===== config.mk =====
export PLATFORM = sky130hd
export DESIGN_NAME = shk_station
export DESIGN_NICKNAME = d
export VERILOG_FILES = /design/src/hdl/shk_pkg.sv /design/src/hdl/shk_station.sv
export SDC_FILE = /design/constraint.sdc
export NUM_CORES = 1
export LEC_CHECK = 0
export BUFFER_PORTS_ARGS = -buffer_cell sky130_fd_sc_hd__buf_4
export CAP_MARGIN = 20
export CORE_MARGIN = 8
export CORE_UTILIZATION = 55
export DETAILED_ROUTE_END_ITERATION = 10
export PLACE_DENSITY = 0.75
export SLEW_MARGIN = 20
export SYNTH_ARGS = -nofsm -noshare
export SYNTH_HDL_FRONTEND = slang
export SYNTH_SLANG_ARGS = --single-unit

===== constraint.sdc =====
create_clock -name CLK_SYS_I -period 4 [get_ports CLK_SYS_I]
set_clock_uncertainty 0.2 [all_clocks]
set_input_delay 0.2 -clock CLK_SYS_I [delete_from_list [all_inputs] [get_ports CLK_SYS_I]]
set_output_delay 0.2 -clock CLK_SYS_I [all_outputs]
set_load 0.01 [all_outputs]

===== src/hdl/shk_pkg.sv =====
// shared constants, state encodings and carrier types of the station handshake block
// assumes a single 100 MHz system clock and one station per cable
//
// Overview of operation
// RL1 - voltmeter ready raises the attention request
// RL2 - send key raises attention, keyboard buffer follows
// RL3 - handshake signals hold until acknowledged
// RL4 - controller raises host interrupt and device test
// RL5 - controller turns control pulse into accept
// RL6 - accept drops attention, enables cable drivers
// RL7 - controller drops accept on attention fall
// RL8 - group ready once group sits on cable
// RL9 - group taken advances group, four per block
// RL10 - last group: channel advance or buffer clear
// RL11 - mux address from mode and group position
// RL12 - receivers enabled at first attention, off on clear
// RL13 - numeric key gives 1248 BCD and strobe
// RL14 - buffer holds six digits plus exponent
// RL15 - one-hot 8-bit selector picks digit latch
// RL16 - buffer clear homes selector, zeros latches
// RL17 - digit key: shift right, then write
// RL18 - backspace: write zero, then shift left
// RL19 - each backspace clears one more digit
// RL20 - control keys debounced before acting
// RL21 - general reset from key or power-on
// RL22 - eight-digit block sent as four byte groups
// RL23 - mode resets to manual, mode key toggles
// RL24 - stretched pulses become ordered single-cycle pulses
package shk_pkg;
    // pin vector layout, every bit crosses in through the three-stage filter
    localparam int PIN_W = 18;
    localparam int PIN_RECORD = 0;
    localparam int PIN_SEND = 1;
    localparam int PIN_REQUEST = 2;
    localparam int PIN_BACK = 3;
    localparam int PIN_RESET = 4;
    localparam int PIN_MODE = 5;
    localparam int PIN_ACCEPT = 6;
    localparam int PIN_TAKEN = 7;
    localparam int PIN_DIGIT0 = 8;
    localparam int NUM_KEYS = 10;
    // block layout
    localparam int DIGIT_W = 4;
    localparam int GROUP_W = 8;
    localparam int NUM_GROUPS = 4;
    localparam int NUM_LATCH = 7;
    localparam int SEL_W = 8;
    localparam int VM_W = 32;
    localparam int EXP_LATCH = 6;
    localparam logic [SEL_W-1:0] SEL_HOME = 8'h01;
    localparam logic [2:0] LAST_TAKEN = 3'h4;
    localparam logic [2:0] MUX_SRC_BASE = 3'h4;
    localparam logic [DIGIT_W-1:0] FUNC_MANUAL = 4'h0;
    localparam logic [1:0] BUF_FULL = 2'h2;
    // power-on reset stretch
    localparam int CLK_PERIOD_NS = 10;
    localparam int POR_TIME_NS = 200;
    localparam int POR_CYCLES = (POR_TIME_NS + CLK_PERIOD_NS - 1) / CLK_PERIOD_NS;
    localparam int POR_W = 5;

    typedef logic [PIN_W-1:0] shk_pins_t;

    // handshake sequencer, gray along idle-attn-xfer-done
    typedef enum logic [1:0] {
        HS_IDLE = 2'h0,
        HS_ATTN = 2'h1,
        HS_XFER = 2'h3,
        HS_DONE = 2'h2
    } shk_hs_t;

    // keyboard pulse sequencer
    typedef enum logic [1:0] {
        KS_IDLE = 2'h0,
        KS_ONE = 2'h1,
        KS_TWO = 2'h3
    } shk_ks_t;

    typedef struct packed {
        logic attn_req;
        logic driver_enable_line;
        logic group_ready;
        logic [GROUP_W-1:0] data;
    } shk_cable_t;

    typedef struct packed {
        logic key_strobe;
        logic shift_clock_pulse;
        logic latch_write_pulse;
        logic [SEL_W-1:0] latch_select;
        logic [NUM_LATCH-1:0][DIGIT_W-1:0] digits;
    } shk_kbd_t;
endpackage : shk_pkg


===== src/hdl/shk_station.sv =====
// station side control: attention request, interlocked group handshake, keyboard buffer
// assumes all pins are asynchronous to CLK_SYS_I and the controller card keeps its own rules
`timescale 1ns/1ns
module shk_station (
    input wire logic CLK_SYS_I, // 100 MHz system clock
    input wire logic RST_N_I, // async reset, active low
    input wire logic RECORD_CMD_I, // voltmeter reading ready
    input wire logic KEY_SEND_I, // send key contact
    input wire logic KEY_REQUEST_I, // request key contact
    input wire logic KEY_BACK_I, // backspace key contact
    input wire logic KEY_RESET_I, // reset key contact
    input wire logic KEY_MODE_I, // mode key contact
    input wire logic [shk_pkg::NUM_KEYS-1:0] KEY_DIGIT_I, // numeric key contacts
    input wire logic [shk_pkg::VM_W-1:0] VM_DATA_I, // voltmeter eight digits
    input wire logic ACCEPT_ACK_I, // accept from controller
    input wire logic GROUP_TAKEN_I, // group taken from controller
    output shk_pkg::shk_cable_t CABLE_O, // cable side outputs
    output logic RX_ENABLE_O, // line receiver interlock
    output logic CHANNEL_ADVANCE_O, // scanner step pulse
    output logic MODE_SOURCE_O, // high in source mode
    output logic [2:0] MUX_ADDR_O, // multiplexer address
    output shk_pkg::shk_kbd_t KBD_O // keyboard buffer view
);
    import shk_pkg::*;

    typedef struct packed {
        shk_pins_t s1, s2, s3, flt;
        logic [VM_W-1:0] vm1, vm2, vm3, vm_cap;
        logic [POR_W-1:0] por_cnt;
        logic mode_src, rx_en, xfer_pend, rdy, chan_adv, kdir, kstb;
        shk_hs_t hs;
        shk_ks_t ks;
        logic [2:0] push_cnt, taken_cnt;
        logic [GROUP_W-1:0] cab_data;
        logic [1:0][GROUP_W-1:0] buf_mem;
        logic buf_wp, buf_rp;
        logic [1:0] buf_cnt;
        logic [SEL_W-1:0] sel;
        logic [NUM_LATCH-1:0][DIGIT_W-1:0] latch;
        logic [DIGIT_W-1:0] kcode;
    } shk_st_t;

    shk_st_t st_q, st_d;
    shk_pins_t pins;
    logic gen_rst, acc, taken, push, pop, buf_clr;
    logic [2:0] mux_addr;
    logic [GROUP_W-1:0] grp_word;
    logic [DIGIT_W-1:0] bcd;

    assign pins = {KEY_DIGIT_I, GROUP_TAKEN_I, ACCEPT_ACK_I, KEY_MODE_I, KEY_RESET_I,
                   KEY_BACK_I, KEY_REQUEST_I, KEY_SEND_I, RECORD_CMD_I};

    // one digit of the eight-digit block, digit 0 first
    function automatic logic [DIGIT_W-1:0] block_digit(input logic src, input logic [2:0] idx,
            input logic [VM_W-1:0] vm, input logic [NUM_LATCH-1:0][DIGIT_W-1:0] lt);
        logic [DIGIT_W-1:0] d;
        d = vm[VM_W-1-DIGIT_W*idx -: DIGIT_W];
        if (!src) begin
            if (idx == 3'h0) begin
                d = FUNC_MANUAL;
            end else if (idx == 3'h1) begin
                d = lt[EXP_LATCH];
            end else begin
                d = lt[idx - 3'h2];
            end
        end
        return d;
    endfunction : block_digit

    // 1248 encoder, lowest pressed key wins
    always_comb begin
        bcd = 4'h0;
        for (int k = NUM_KEYS - 1; k >= 0; k--) begin
            if (st_q.flt[PIN_DIGIT0 + k]) begin
                bcd = k[DIGIT_W-1:0]; // RL13
            end
        end
    end

    // filtered levels: receivers gated by the interlock so stray lines cannot act
    assign acc = st_q.flt[PIN_ACCEPT] & st_q.rx_en; // RL12
    assign taken = st_q.flt[PIN_TAKEN] & st_q.rx_en; // RL12
    assign gen_rst = (st_q.por_cnt != '0) || st_q.flt[PIN_RESET]; // RL21
    assign buf_clr = gen_rst || (st_q.hs == HS_DONE && !st_q.mode_src); // RL16
    assign mux_addr = (st_q.mode_src ? MUX_SRC_BASE : 3'h0) | {1'b0, st_q.push_cnt[1:0]}; // RL11
    assign grp_word = {block_digit(st_q.mode_src, {st_q.push_cnt[1:0], 1'b0}, st_q.vm_cap,
                                   st_q.latch),
                       block_digit(st_q.mode_src, {st_q.push_cnt[1:0], 1'b1}, st_q.vm_cap,
                                   st_q.latch)}; // RL22
    // buffer fills while the block is running, drains only between handshakes
    assign push = st_q.hs == HS_XFER && st_q.push_cnt < LAST_TAKEN && st_q.buf_cnt != BUF_FULL;
    assign pop = st_q.hs == HS_XFER && !st_q.rdy && !taken && st_q.buf_cnt != 2'h0; // RL3

    always_comb begin
        st_d = st_q;
        st_d.chan_adv = 1'b0;
        st_d.kstb = 1'b0;
        // three-stage pin filter, a change counts once stages two and three agree
        st_d.s1 = pins;
        st_d.s2 = st_q.s1;
        st_d.s3 = st_q.s2;
        st_d.flt = (st_q.s2 & st_q.s3) | (st_q.flt & (st_q.s2 | st_q.s3)); // RL20
        st_d.vm1 = VM_DATA_I;
        st_d.vm2 = st_q.vm1;
        st_d.vm3 = st_q.vm2;
        if (st_q.por_cnt != '0) begin
            st_d.por_cnt = st_q.por_cnt - 1'b1; // RL21
        end
        // mode storage toggles on each press of the mode key
        if (st_d.flt[PIN_MODE] && !st_q.flt[PIN_MODE]) begin
            st_d.mode_src = !st_q.mode_src; // RL23
        end

        // handshake sequencer
        case (st_q.hs)
            HS_IDLE: begin
                if (!acc && st_d.flt[PIN_RECORD] && !st_q.flt[PIN_RECORD] && st_q.mode_src) begin
                    st_d.vm_cap = st_q.vm3;
                    st_d.hs = HS_ATTN; // RL1
                    st_d.xfer_pend = 1'b1;
                    st_d.rx_en = 1'b1; // RL12
                end else if (!acc && st_d.flt[PIN_SEND] && !st_q.flt[PIN_SEND]
                             && !st_q.mode_src) begin
                    st_d.hs = HS_ATTN; // RL2
                    st_d.xfer_pend = 1'b1;
                    st_d.rx_en = 1'b1;
                end else if (!acc && st_d.flt[PIN_REQUEST] && !st_q.flt[PIN_REQUEST]) begin
                    st_d.hs = HS_ATTN; // request only checks the computer is there
                    st_d.xfer_pend = 1'b0;
                    st_d.rx_en = 1'b1;
                end
            end
            HS_ATTN: begin
                if (acc) begin
                    st_d.hs = st_q.xfer_pend ? HS_XFER : HS_IDLE; // RL6
                    st_d.push_cnt = 3'h0;
                    st_d.taken_cnt = 3'h0;
                end
            end
            HS_XFER: begin
                if (st_q.rdy && taken) begin
                    st_d.rdy = 1'b0; // RL9
                    st_d.taken_cnt = st_q.taken_cnt + 3'h1;
                    if (st_q.taken_cnt == LAST_TAKEN - 3'h1) begin
                        st_d.hs = HS_DONE; // RL9
                    end
                end
            end
            HS_DONE: begin
                st_d.chan_adv = st_q.mode_src; // RL10
                st_d.xfer_pend = 1'b0;
                st_d.hs = HS_IDLE;
            end
            default: begin
                st_d.hs = HS_IDLE;
            end
        endcase

        // two-entry group buffer between the selector and the cable
        if (push) begin
            st_d.buf_mem[st_q.buf_wp] = grp_word;
            st_d.buf_wp = !st_q.buf_wp;
            st_d.push_cnt = st_q.push_cnt + 3'h1;
        end
        if (pop) begin
            st_d.cab_data = st_q.buf_mem[st_q.buf_rp];
            st_d.buf_rp = !st_q.buf_rp;
            st_d.rdy = 1'b1; // RL8
        end
        st_d.buf_cnt = st_q.buf_cnt + {1'b0, push} - {1'b0, pop};

        // keyboard: a press starts a two-pulse sequence whose order depends on direction
        case (st_q.ks)
            KS_IDLE: begin
                if (st_d.flt[PIN_DIGIT0 +: NUM_KEYS] != '0
                    && st_q.flt[PIN_DIGIT0 +: NUM_KEYS] == '0 && !st_q.sel[SEL_W-1]) begin
                    st_d.kstb = 1'b1; // RL13
                    st_d.kdir = 1'b0;
                    st_d.ks = KS_ONE;
                end else if (st_d.flt[PIN_BACK] && !st_q.flt[PIN_BACK]
                             && st_q.sel != SEL_HOME) begin
                    st_d.kdir = 1'b1; // RL19
                    st_d.ks = KS_ONE;
                end
            end
            KS_ONE: begin
                st_d.kcode = bcd;
                if (!st_q.kdir) begin
                    st_d.sel = {st_q.sel[SEL_W-2:0], 1'b0}; // RL17
                end else begin
                    for (int i = 0; i < NUM_LATCH; i++) begin
                        if (st_q.sel[i+1]) begin
                            st_d.latch[i] = '0; // RL18
                        end
                    end
                end
                st_d.ks = KS_TWO;
            end
            KS_TWO: begin
                if (!st_q.kdir) begin
                    for (int i = 0; i < NUM_LATCH; i++) begin
                        if (st_q.sel[i+1]) begin
                            st_d.latch[i] = st_q.kcode; // RL17
                        end
                    end
                end else begin
                    st_d.sel = {1'b0, st_q.sel[SEL_W-1:1]}; // RL18
                end
                st_d.ks = KS_IDLE;
            end
            default: begin
                st_d.ks = KS_IDLE;
            end
        endcase

        // clear wins over any key step in the same cycle
        if (buf_clr) begin
            st_d.sel = SEL_HOME; // RL16
            st_d.latch = '0;
            st_d.ks = KS_IDLE;
        end
        if (gen_rst) begin
            st_d.mode_src = 1'b0; // RL23
            st_d.rx_en = 1'b0; // RL12
            st_d.hs = HS_IDLE;
            st_d.rdy = 1'b0;
            st_d.buf_cnt = 2'h0;
            st_d.buf_wp = 1'b0;
            st_d.buf_rp = 1'b0;
            st_d.xfer_pend = 1'b0;
            st_d.chan_adv = 1'b0;
        end
    end

    // single state register, reset arms the power-on stretch
    always_ff @(posedge CLK_SYS_I or negedge RST_N_I) begin
        if (!RST_N_I) begin
            st_q <= '0;
            st_q.por_cnt <= POR_W'(POR_CYCLES); // RL21
            st_q.sel <= SEL_HOME;
        end else begin
            st_q <= st_d;
        end
    end

    // outputs; shift and write pulses are plain decodes of the key sequencer state, strobe and channel advance are registered
    assign CABLE_O.attn_req = st_q.hs == HS_ATTN; // RL1
    assign CABLE_O.driver_enable_line = st_q.hs == HS_XFER || st_q.hs == HS_DONE; // RL6
    assign CABLE_O.group_ready = st_q.rdy; // RL8
    assign CABLE_O.data = st_q.cab_data;
    assign RX_ENABLE_O = st_q.rx_en;
    assign CHANNEL_ADVANCE_O = st_q.chan_adv;
    assign MODE_SOURCE_O = st_q.mode_src;
    assign MUX_ADDR_O = mux_addr;
    assign KBD_O.key_strobe = st_q.kstb;
    assign KBD_O.shift_clock_pulse = (st_q.ks == KS_ONE) != (st_q.ks == KS_TWO && st_q.kdir)
                                     && !(st_q.ks == KS_ONE && st_q.kdir); // RL24
    assign KBD_O.latch_write_pulse = (st_q.ks == KS_ONE && st_q.kdir)
                                     || (st_q.ks == KS_TWO && !st_q.kdir); // RL24
    assign KBD_O.latch_select = st_q.sel; // RL15
    assign KBD_O.digits = st_q.latch; // RL14
endmodule : shk_station


## Word-level counts from Yosys, hierarchy flattened

Cells that the tools add are included.

| cells by class | value |
|---|---|
| add/subtract/negate cells | 9 |
| $lt $le $gt $ge | 6 |
| equality and inequality tests | 34 |
| shift-type cells | 2 |
| multiplexer cells | 80 |
| bitwise gates (word level) | 7 |
| reduce and logical (&&, ||, !) cells | 79 |

Operators by type and width:

| cell | number |
|---|---|
| two-way mux 4 bit | 31 |
| case mux 36 bit (2 select lines) | 1 |
| indexed part select 35 x 33 -> 4 bit | 2 |
| != test 3 bit (second input constant) | 20 |
| two-way mux 28 bit | 2 |
| two-way mux 8 bit | 5 |
| AND 18 bit | 2 |
| two-way mux 36 bit | 1 |
| bitwise OR 18 bit | 2 |
| AND reduction 5 bit | 7 |
| two-way mux 2 bit | 14 |
| logical AND 1 bit | 25 |
| binary-select mux 4 bit (select 3 bit) | 2 |
| nonzero test 2 bit | 9 |
| bitwise mux 16 bit | 1 |
| zero test 1 bit | 14 |
| two-way mux 1 bit | 12 |
| two-way mux 3 bit | 4 |
| AND reduction 2 bit | 6 |
| nonzero test 3 bit | 4 |
| subtractor 5 x 5 -> 6 bit (first input constant) | 2 |
| zero test 10 bit | 1 |
| nonzero test 10 bit | 1 |
| demux 8 bit (select 1 bit) | 1 |
| other kinds (33) | 48 |

| word-level totals | value |
|---|---|
| register bits | 290 |
| input port bits | 52 |
| output and inout bits | 56 |
| word-level logic and storage cells | 252 |

## Logic depth before layout (Yosys ltp)

Gate-level depths: netlist of the first run.

| logic depth | value |
|---|---|
| word-level depth | 10 |
| gate-level depth with buffers | 9 |
| mapped depth without buffers | 9 |

## Worst setup path after synthesis of the first run

No wires, ideal clock.

| timing path | value |
|---|---|
| kind | reg-to-reg |
| start | register st_q[71] (netlist name) |
| end | register st_q[47] (netlist name) |
| setup time | 125 ps |
| data arrival time | 2205 ps |
| required time | 3675 ps |
| slack | 1470 ps |
| stages on the path, launching flop included | 9 |
| buffers on the path | 2 |
| clock period less this slack | 2530 ps |
| cells stage by stage | dfrtp_1 > clkbuf_1 > inv_1 > ha_1 > buf_2 > mux2_2 > a221oi_1 > o31ai_1 > mux2_2 |

| on the way | value |
|---|---|
| longest elaborated chain between the ends | 6 |
| elaborated cells between the ends (all ways) | 12 |
| those cells by class | add/sub: 2; order compare: 1; shift: 1; mux: 5; reduce/logical: 3 |

Ends and longest elaborated chain:

| what | line | source |
|---|---|---|
| from (decl) | shk_station.sv:43 | `shk_st_t st_q, st_d;` |
| from (signal assigned) | shk_station.sv:242 | `st_q <= st_d;` |
| parallel branches: the longest is 6 deep, another holds subtractor 5 x 5 -> 6 bit | - |  |

Parallel ways; which one is timed is not known. The select of a mux whose other input is x is not followed.
A chain may end at the register's enable or synchronous reset.

## Final worst setup path of the first run

| timing path | value |
|---|---|
| start | register st_q[72] (netlist name) |
| end | register st_q[47] (netlist name) |

The elaborated chain is that of the path after synthesis.

==> metrics.txt, run 1 <==
CTS buffer count 29; share of layout cells above drive strength 1 28.04%; main area contributors after synthesis dfrtp_1, mux2_2, buf_4; layout net count 933; Setup TNS 0 ns; DRT iter0 DRCs 412; fin. max-slew vios 0; Longest Clk Path Bufs 3; P&R area growth vs syn 19.71%; RSZ-0062 raised after global routing false; Placeable Area 19270 um^2; Diodes inserted 0; postcts setup bufs 0; Top FF cell, synth dfrtp_1; final wirelength 19890 um; PortBufs 107; reg2reg start st_q[72]$_DFFE_PN0P_; status completed; endpoints failing setup 0; final core utilization 66.37%; cell accounting for the most synthesized area dfrtp_1; drt wl/cell 17.15 um; Req. time, crit path 4.21 ns; Worst-path clk slew 0.06 ns; CTS tree built; worst rel slew slack 41.65%; CTS Root Cell clkbuf_16; num rows 51; worst-path fanout max 12; gp weighted congestion 0.7908; syn avg cell area 13.95 um^2; die area 24140 um^2; sequential area share after synthesis 67.95%; Die Ht 155.4 um; vias per inst 5.213; Crit path arrival time 2.94 ns; final hold violation count 0; cell count after synthesis 766; drt pass-1 iters 4; maximum clock frequency 0.3669 GHz; CP Class reg -> reg; Post-Layout Cell Count 1160; pin count of the biggest net entering global routing 110; vias in the first global route 6477; hold_buf cts 51; Syn. warnings 0; post-layout min period 2.726 ns; hold_ws 0.08045 ns; Critical Path End Type flop; syn nets 826; part of the cycle the worst path needs 68.14%; CP startpoint kind flop; routed vias 6047; # IOs 108; DP Cell Count 1056; Unique masters post-synth 52; Leak 5.797 nW; number of synthesized register bits 290; antenna viol nets, final 0; later-pin clock latency in the skew report 0.54 ns; dpl hpwl 13460 um; Critical Path Start st_q[72]$_DFFE_PN0P_; initial core utilization 55.45%; Worst Max-Slew Pin Slew 0.8752 ns; H-tree levels 1; Yosys top cell area share 67.21%; post-cts resize count 0; Filler Cell Count 1346; GRT Resource Usage Total 16.61%; Synth Cell Area 10690 um^2; commonest non-fill, non-tap cell in the layout dfrtp_1; initial antenna violation count 0; Post-synth EDFFs 0; total gr overflow 0; commonest cells after routing, fill and taps aside dfrtp_1, buf_4, nand2_1; first-pass GRT wire length 32620 um; Die W 155.4 um; Residual DRC 0; Peak supply drop 0.3292 mV; R2R Setup Slk 1.27 ns; post-synthesis async set-or-reset flop share 100.0%; Pwr Density 490.4 nW/um^2; Tightest Hold Check Type in -> async; Max-Cap Viols 0; Register-to-Register Path Depth 6; Num Clock Sinks 290
[sequential cells by signal (all words and copies together) (netlist names)]
| name | count |
|---|---|
| MODE_SOURCE_O | 1 |
| CABLE_O | 9 |
| st_q | 141 |
| CHANNEL_ADVANCE_O | 1 |
| st_d | 100 |
| KBD_O | 37 |
| RX_ENABLE_O | 1 |
[through the flow]
stage	instance area, um^2	power, mW	setup slack [ns]
2_1_floorplan	10690	3.547	1.470
3_3_place_gp	11350	3.704	1.312
3_5_place_dp	11350	3.742	1.266
4_1_cts	12790	6.346	1.242
5_1_grt	12790	6.541	1.073
6_report	12790	6.273	1.274
[worst paths after layout]
| check | to |
|---|---|
| max | st_q[47]$_DFFE_PN0P_ |
| min in group CLK_SYS_I | st_d[266]$_DFF_PN0_ |
| max reg2reg | st_q[47]$_DFFE_PN0P_ |
| min reg2reg | st_d[153]$_DFF_PN0_ |
| min | KBD_O[5]$_DFFE_PN0P_ |
| max in group asynchronous | st_q[54]$_DFFE_PN0P_ |
[cells in the mapped netlist, drive strengths merged, types with 2 or more instances]
cell type    n
a22o         5
dfstp        3
or3          2
and3         6
a211oi       8
and2         2
a31oi        2
clkbuf      22
nand2       54
nor2b       11
mux4        12
dfrtp      287
a221oi       4
nor3b        3
o21ai       10
mux2i       14
nor3         8
buf         68
nor4         7
inv         13
nor2        33
maj3        18
a211o        2
nand2b       4
nand3       39
xnor2        6
a21oi       46
ha           8
o31ai        5
mux2        52
[metal layers]
metal  GRT usage, %  vias up  wire, um
li1               -     2794         -
met5              0        -         0
met3          3.828       46      1234
met2          27.18      164      9821
met1          21.10     3043      8260
met4          6.793        0       574
[where the power goes]
group | internal [mW] | switching [mW] | total (mW)
Combinational | 0.240 | 0.190 | 0.431
Sequential | 3.16 | 0.130 | 3.29
Clock | 1.50 | 1.05 | 2.55
Total | 4.91 | 1.37 | 6.27
[logic make-up (layout without fill, tap and decap cells)]
| family | after synthesis | in the layout | synth area share (%) |
|---|---|---|---|
| AND/OR/NAND/NOR | 173 | 173 | 7.881 |
| multiplexers | 78 | 78 | 9.321 |
| flip-flops | 290 | 290 | 67.95 |
| XOR/XNOR | 7 | 7 | 0.5738 |
| adder cells (fa/ha/maj) | 26 | 26 | 2.623 |
| AO/OA/AOI/OAI | 89 | 89 | 5.972 |
| buffers and inverters | 103 | 232 | 5.679 |
[worst max-delay path, cell delays in order (launching register included)]
cell      delay (ns)
dfrtp_1         0.68
inv_1           0.09
ha_1            0.55
mux2_2          0.38
a221oi_1        0.28
o31ai_1         0.12
mux2_2          0.29
[final cells by class]
class	instances	area [um^2]	share of cell area (%)
flip-flops and latches	290	7261	56.76
inverters	13	48.80	0.3815
well taps	265	331.6	2.592
clock inverters	6	41.29	0.3228
repair buffers	166	1394	10.90
multi-input cells	373	2831	22.14
clock buffers	47	883.3	6.906
(Power assumes the default switching activity.)
==> run 2, diff against run 1 <==
clock period = 2.8 ns   (was 4 ns; I/O delays follow)
==> metrics.txt, run 2 (same netlist as run 1, synthesis figures left out) <==
gp weighted congestion 0.7817 (was 0.7908); Crit path arrival time 2.73 ns (was 2.94 ns); reg2reg start st_q[85]$_DFFE_PN0P_ (was st_q[72]$_DFFE_PN0P_); fin. max-slew vios 0 (unchanged); RSZ-0062 raised after global routing false (unchanged); commonest non-fill, non-tap cell in the layout dfrtp_1 (unchanged); DRT iter0 DRCs 318 (was 412); P&R area growth vs syn 20.49% (was 19.71%); pin count of the biggest net entering global routing 96 (was 110); die area 24140 um^2 (unchanged); post-cts resize count 0 (unchanged); Setup TNS 0 ns (unchanged); first-pass GRT wire length 33810 um (was 32620 um); Total Power Consumption 9.170 mW (was 6.273 mW); final instance area 12870 um^2 (was 12790 um^2); Critical Path Start st_q[85]$_DFFE_PN0P_ (was st_q[72]$_DFFE_PN0P_); Multi-input gate area 2826 um^2 (was 2831 um^2); Longest Clk Path Bufs 3 (unchanged); Largest Register st_q (unchanged); Worst Max-Slew Pin Slew 0.7381 ns (was 0.8752 ns); Critical Path End Type flop (unchanged); drt pass-1 iters 5 (was 4); Clock power frac 41.9% (was 40.6%); Register Area 7261 um^2 (unchanged); dpl hpwl 13610 um (was 13460 um); post-layout min period 2.512 ns (was 2.726 ns); Filler Cell Count 1359 (was 1346); part of the cycle the worst path needs 89.70% (was 68.14%); commonest cells after routing, fill and taps aside dfrtp_1, buf_4, nand2_1 (unchanged); PortBufs 107 (unchanged); Diodes inserted 0 (unchanged); Worst-path clk slew 0.06 ns (about the same); maximum clock frequency 0.3982 GHz (was 0.3669 GHz); CTS buffer count 29 (unchanged); Max-Cap Viols 0 (unchanged); hold_ws 0.03610 ns (was 0.08045 ns); total gr overflow 0 (unchanged); layout net count 936 (was 933); worst-path fanout max 38 (was 12); final hold violation count 0 (unchanged); area post-placement 11400 um^2 (was 11350 um^2); routed vias 6102 (was 6047); Net Switching 1.959 mW (was 1.367 mW); Pwr Density 712.3 nW/um^2 (was 490.4 nW/um^2); Tightest Hold Check Type in -> async (unchanged); Peak supply drop 0.6442 mV (was 0.3292 mV); Leak 5.861 nW (was 5.797 nW); drt wl/cell 17.58 um (was 17.15 um); Residual DRC 0 (unchanged); Net Sw Frac 21.36% (was 21.79%); final wirelength 20390 um (was 19890 um); GRT Resource Usage Total 17.28% (was 16.61%); initial core utilization 55.45% (unchanged); initial antenna violation count 0 (unchanged); max reg flops 141 (unchanged); Placeable Area 19270 um^2 (unchanged); antenna viol nets, final 0 (unchanged); vias per inst 5.260 (was 5.213); Die W 155.4 um (unchanged); status completed (unchanged); CP Class reg -> reg (unchanged); num rows 51 (unchanged); CTS tree built (unchanged); CTS Root Cell clkbuf_16 (unchanged); R2R Setup Slk 0.29 ns (was 1.27 ns); worst rel slew slack 50.79% (was 41.65%); H-tree levels 1 (unchanged); Pint 7.212 mW (was 4.906 mW); later-pin clock latency in the skew report 0.53 ns (was 0.54 ns); Sequential Power Share 51.3% (was 52.5%); # IOs 108 (unchanged); Die Ht 155.4 um (unchanged); Req. time, crit path 3.01 ns (was 4.21 ns); endpoints failing setup 0 (unchanged); share of layout cells above drive strength 1 28.60% (was 28.04%); vias in the first global route 6615 (was 6477); Num Clock Sinks 290 (unchanged); Comb pwr share 6.8% (was 6.9%); CP startpoint kind flop (unchanged)
run 2: path summary, 6_finish.rpt:
path,to,cells past startpoint
min,st_q[88]$_DFFE_PN0P_,2
max in group asynchronous,st_q[94]$_DFFE_PN0P_,3
min in group CLK_SYS_I,st_d[160]$_DFF_PN0_,2
max reg2reg,KBD_O[33]$_DFFE_PN0P_,6
min reg2reg,st_d[145]$_DFF_PN0_,0
max,KBD_O[33]$_DFFE_PN0P_,6
run 2: repair_timing:
action,CTS,global route
setup endpoints to repair,0,0
hold endpoints to repair,209,0
hold buffers,51,0
setup buffers,0,0
run 2: final cells by class:
class	instances	area share, %
Sequential cell	290	56.39
Multi-Input combinational cell	373	21.95
Timing Repair Buffer	169	11.20
Clock buffer	40	6.501
Tap cell	265	2.575
Clock inverter	10	1.001
Inverter	13	0.3790
run 2: worst max-delay path: stages, from the launching register on:
cell and delay (ns):
dfrtp_1 0.38, inv_1 0.13, ha_1 0.23, nand2b_4 0.07, or3_1 0.42, or3_4 0.64, a211oi_1 0.32
run 2: per-stage QoR:
step,utilization (%),cells,worst slack [ns]
2_1_floorplan,-,766,0.2698
3_3_place_gp,59.15,1059,0.4441
3_5_place_dp,59.15,1059,0.3289
4_1_cts,66.81,1160,0.2673
5_1_grt,66.81,1160,0.1371
6_report,66.81,1160,0.2884
run 2: layer usage:
layer	routed length, um	GRT usage, %	part of all wire, %	vias up
li1	-	-	-	2805
met1	8421	21.67	41	3110
met2	10430	29.27	51	149
met3	1088	3.717	5.3	38
met4	452	6.100	2.2	0
met5	0	0	0	-
run 2: power groups by stage:
stage	Combinational, mW	Sequential, mW	Clock, mW
detailed placement	0.577	4.78	0
finish	0.627	4.70	3.84
global route	0.693	4.74	4.10
floorplan	0.364	4.70	0
global placement	0.546	4.75	0
CTS	0.639	4.71	3.92
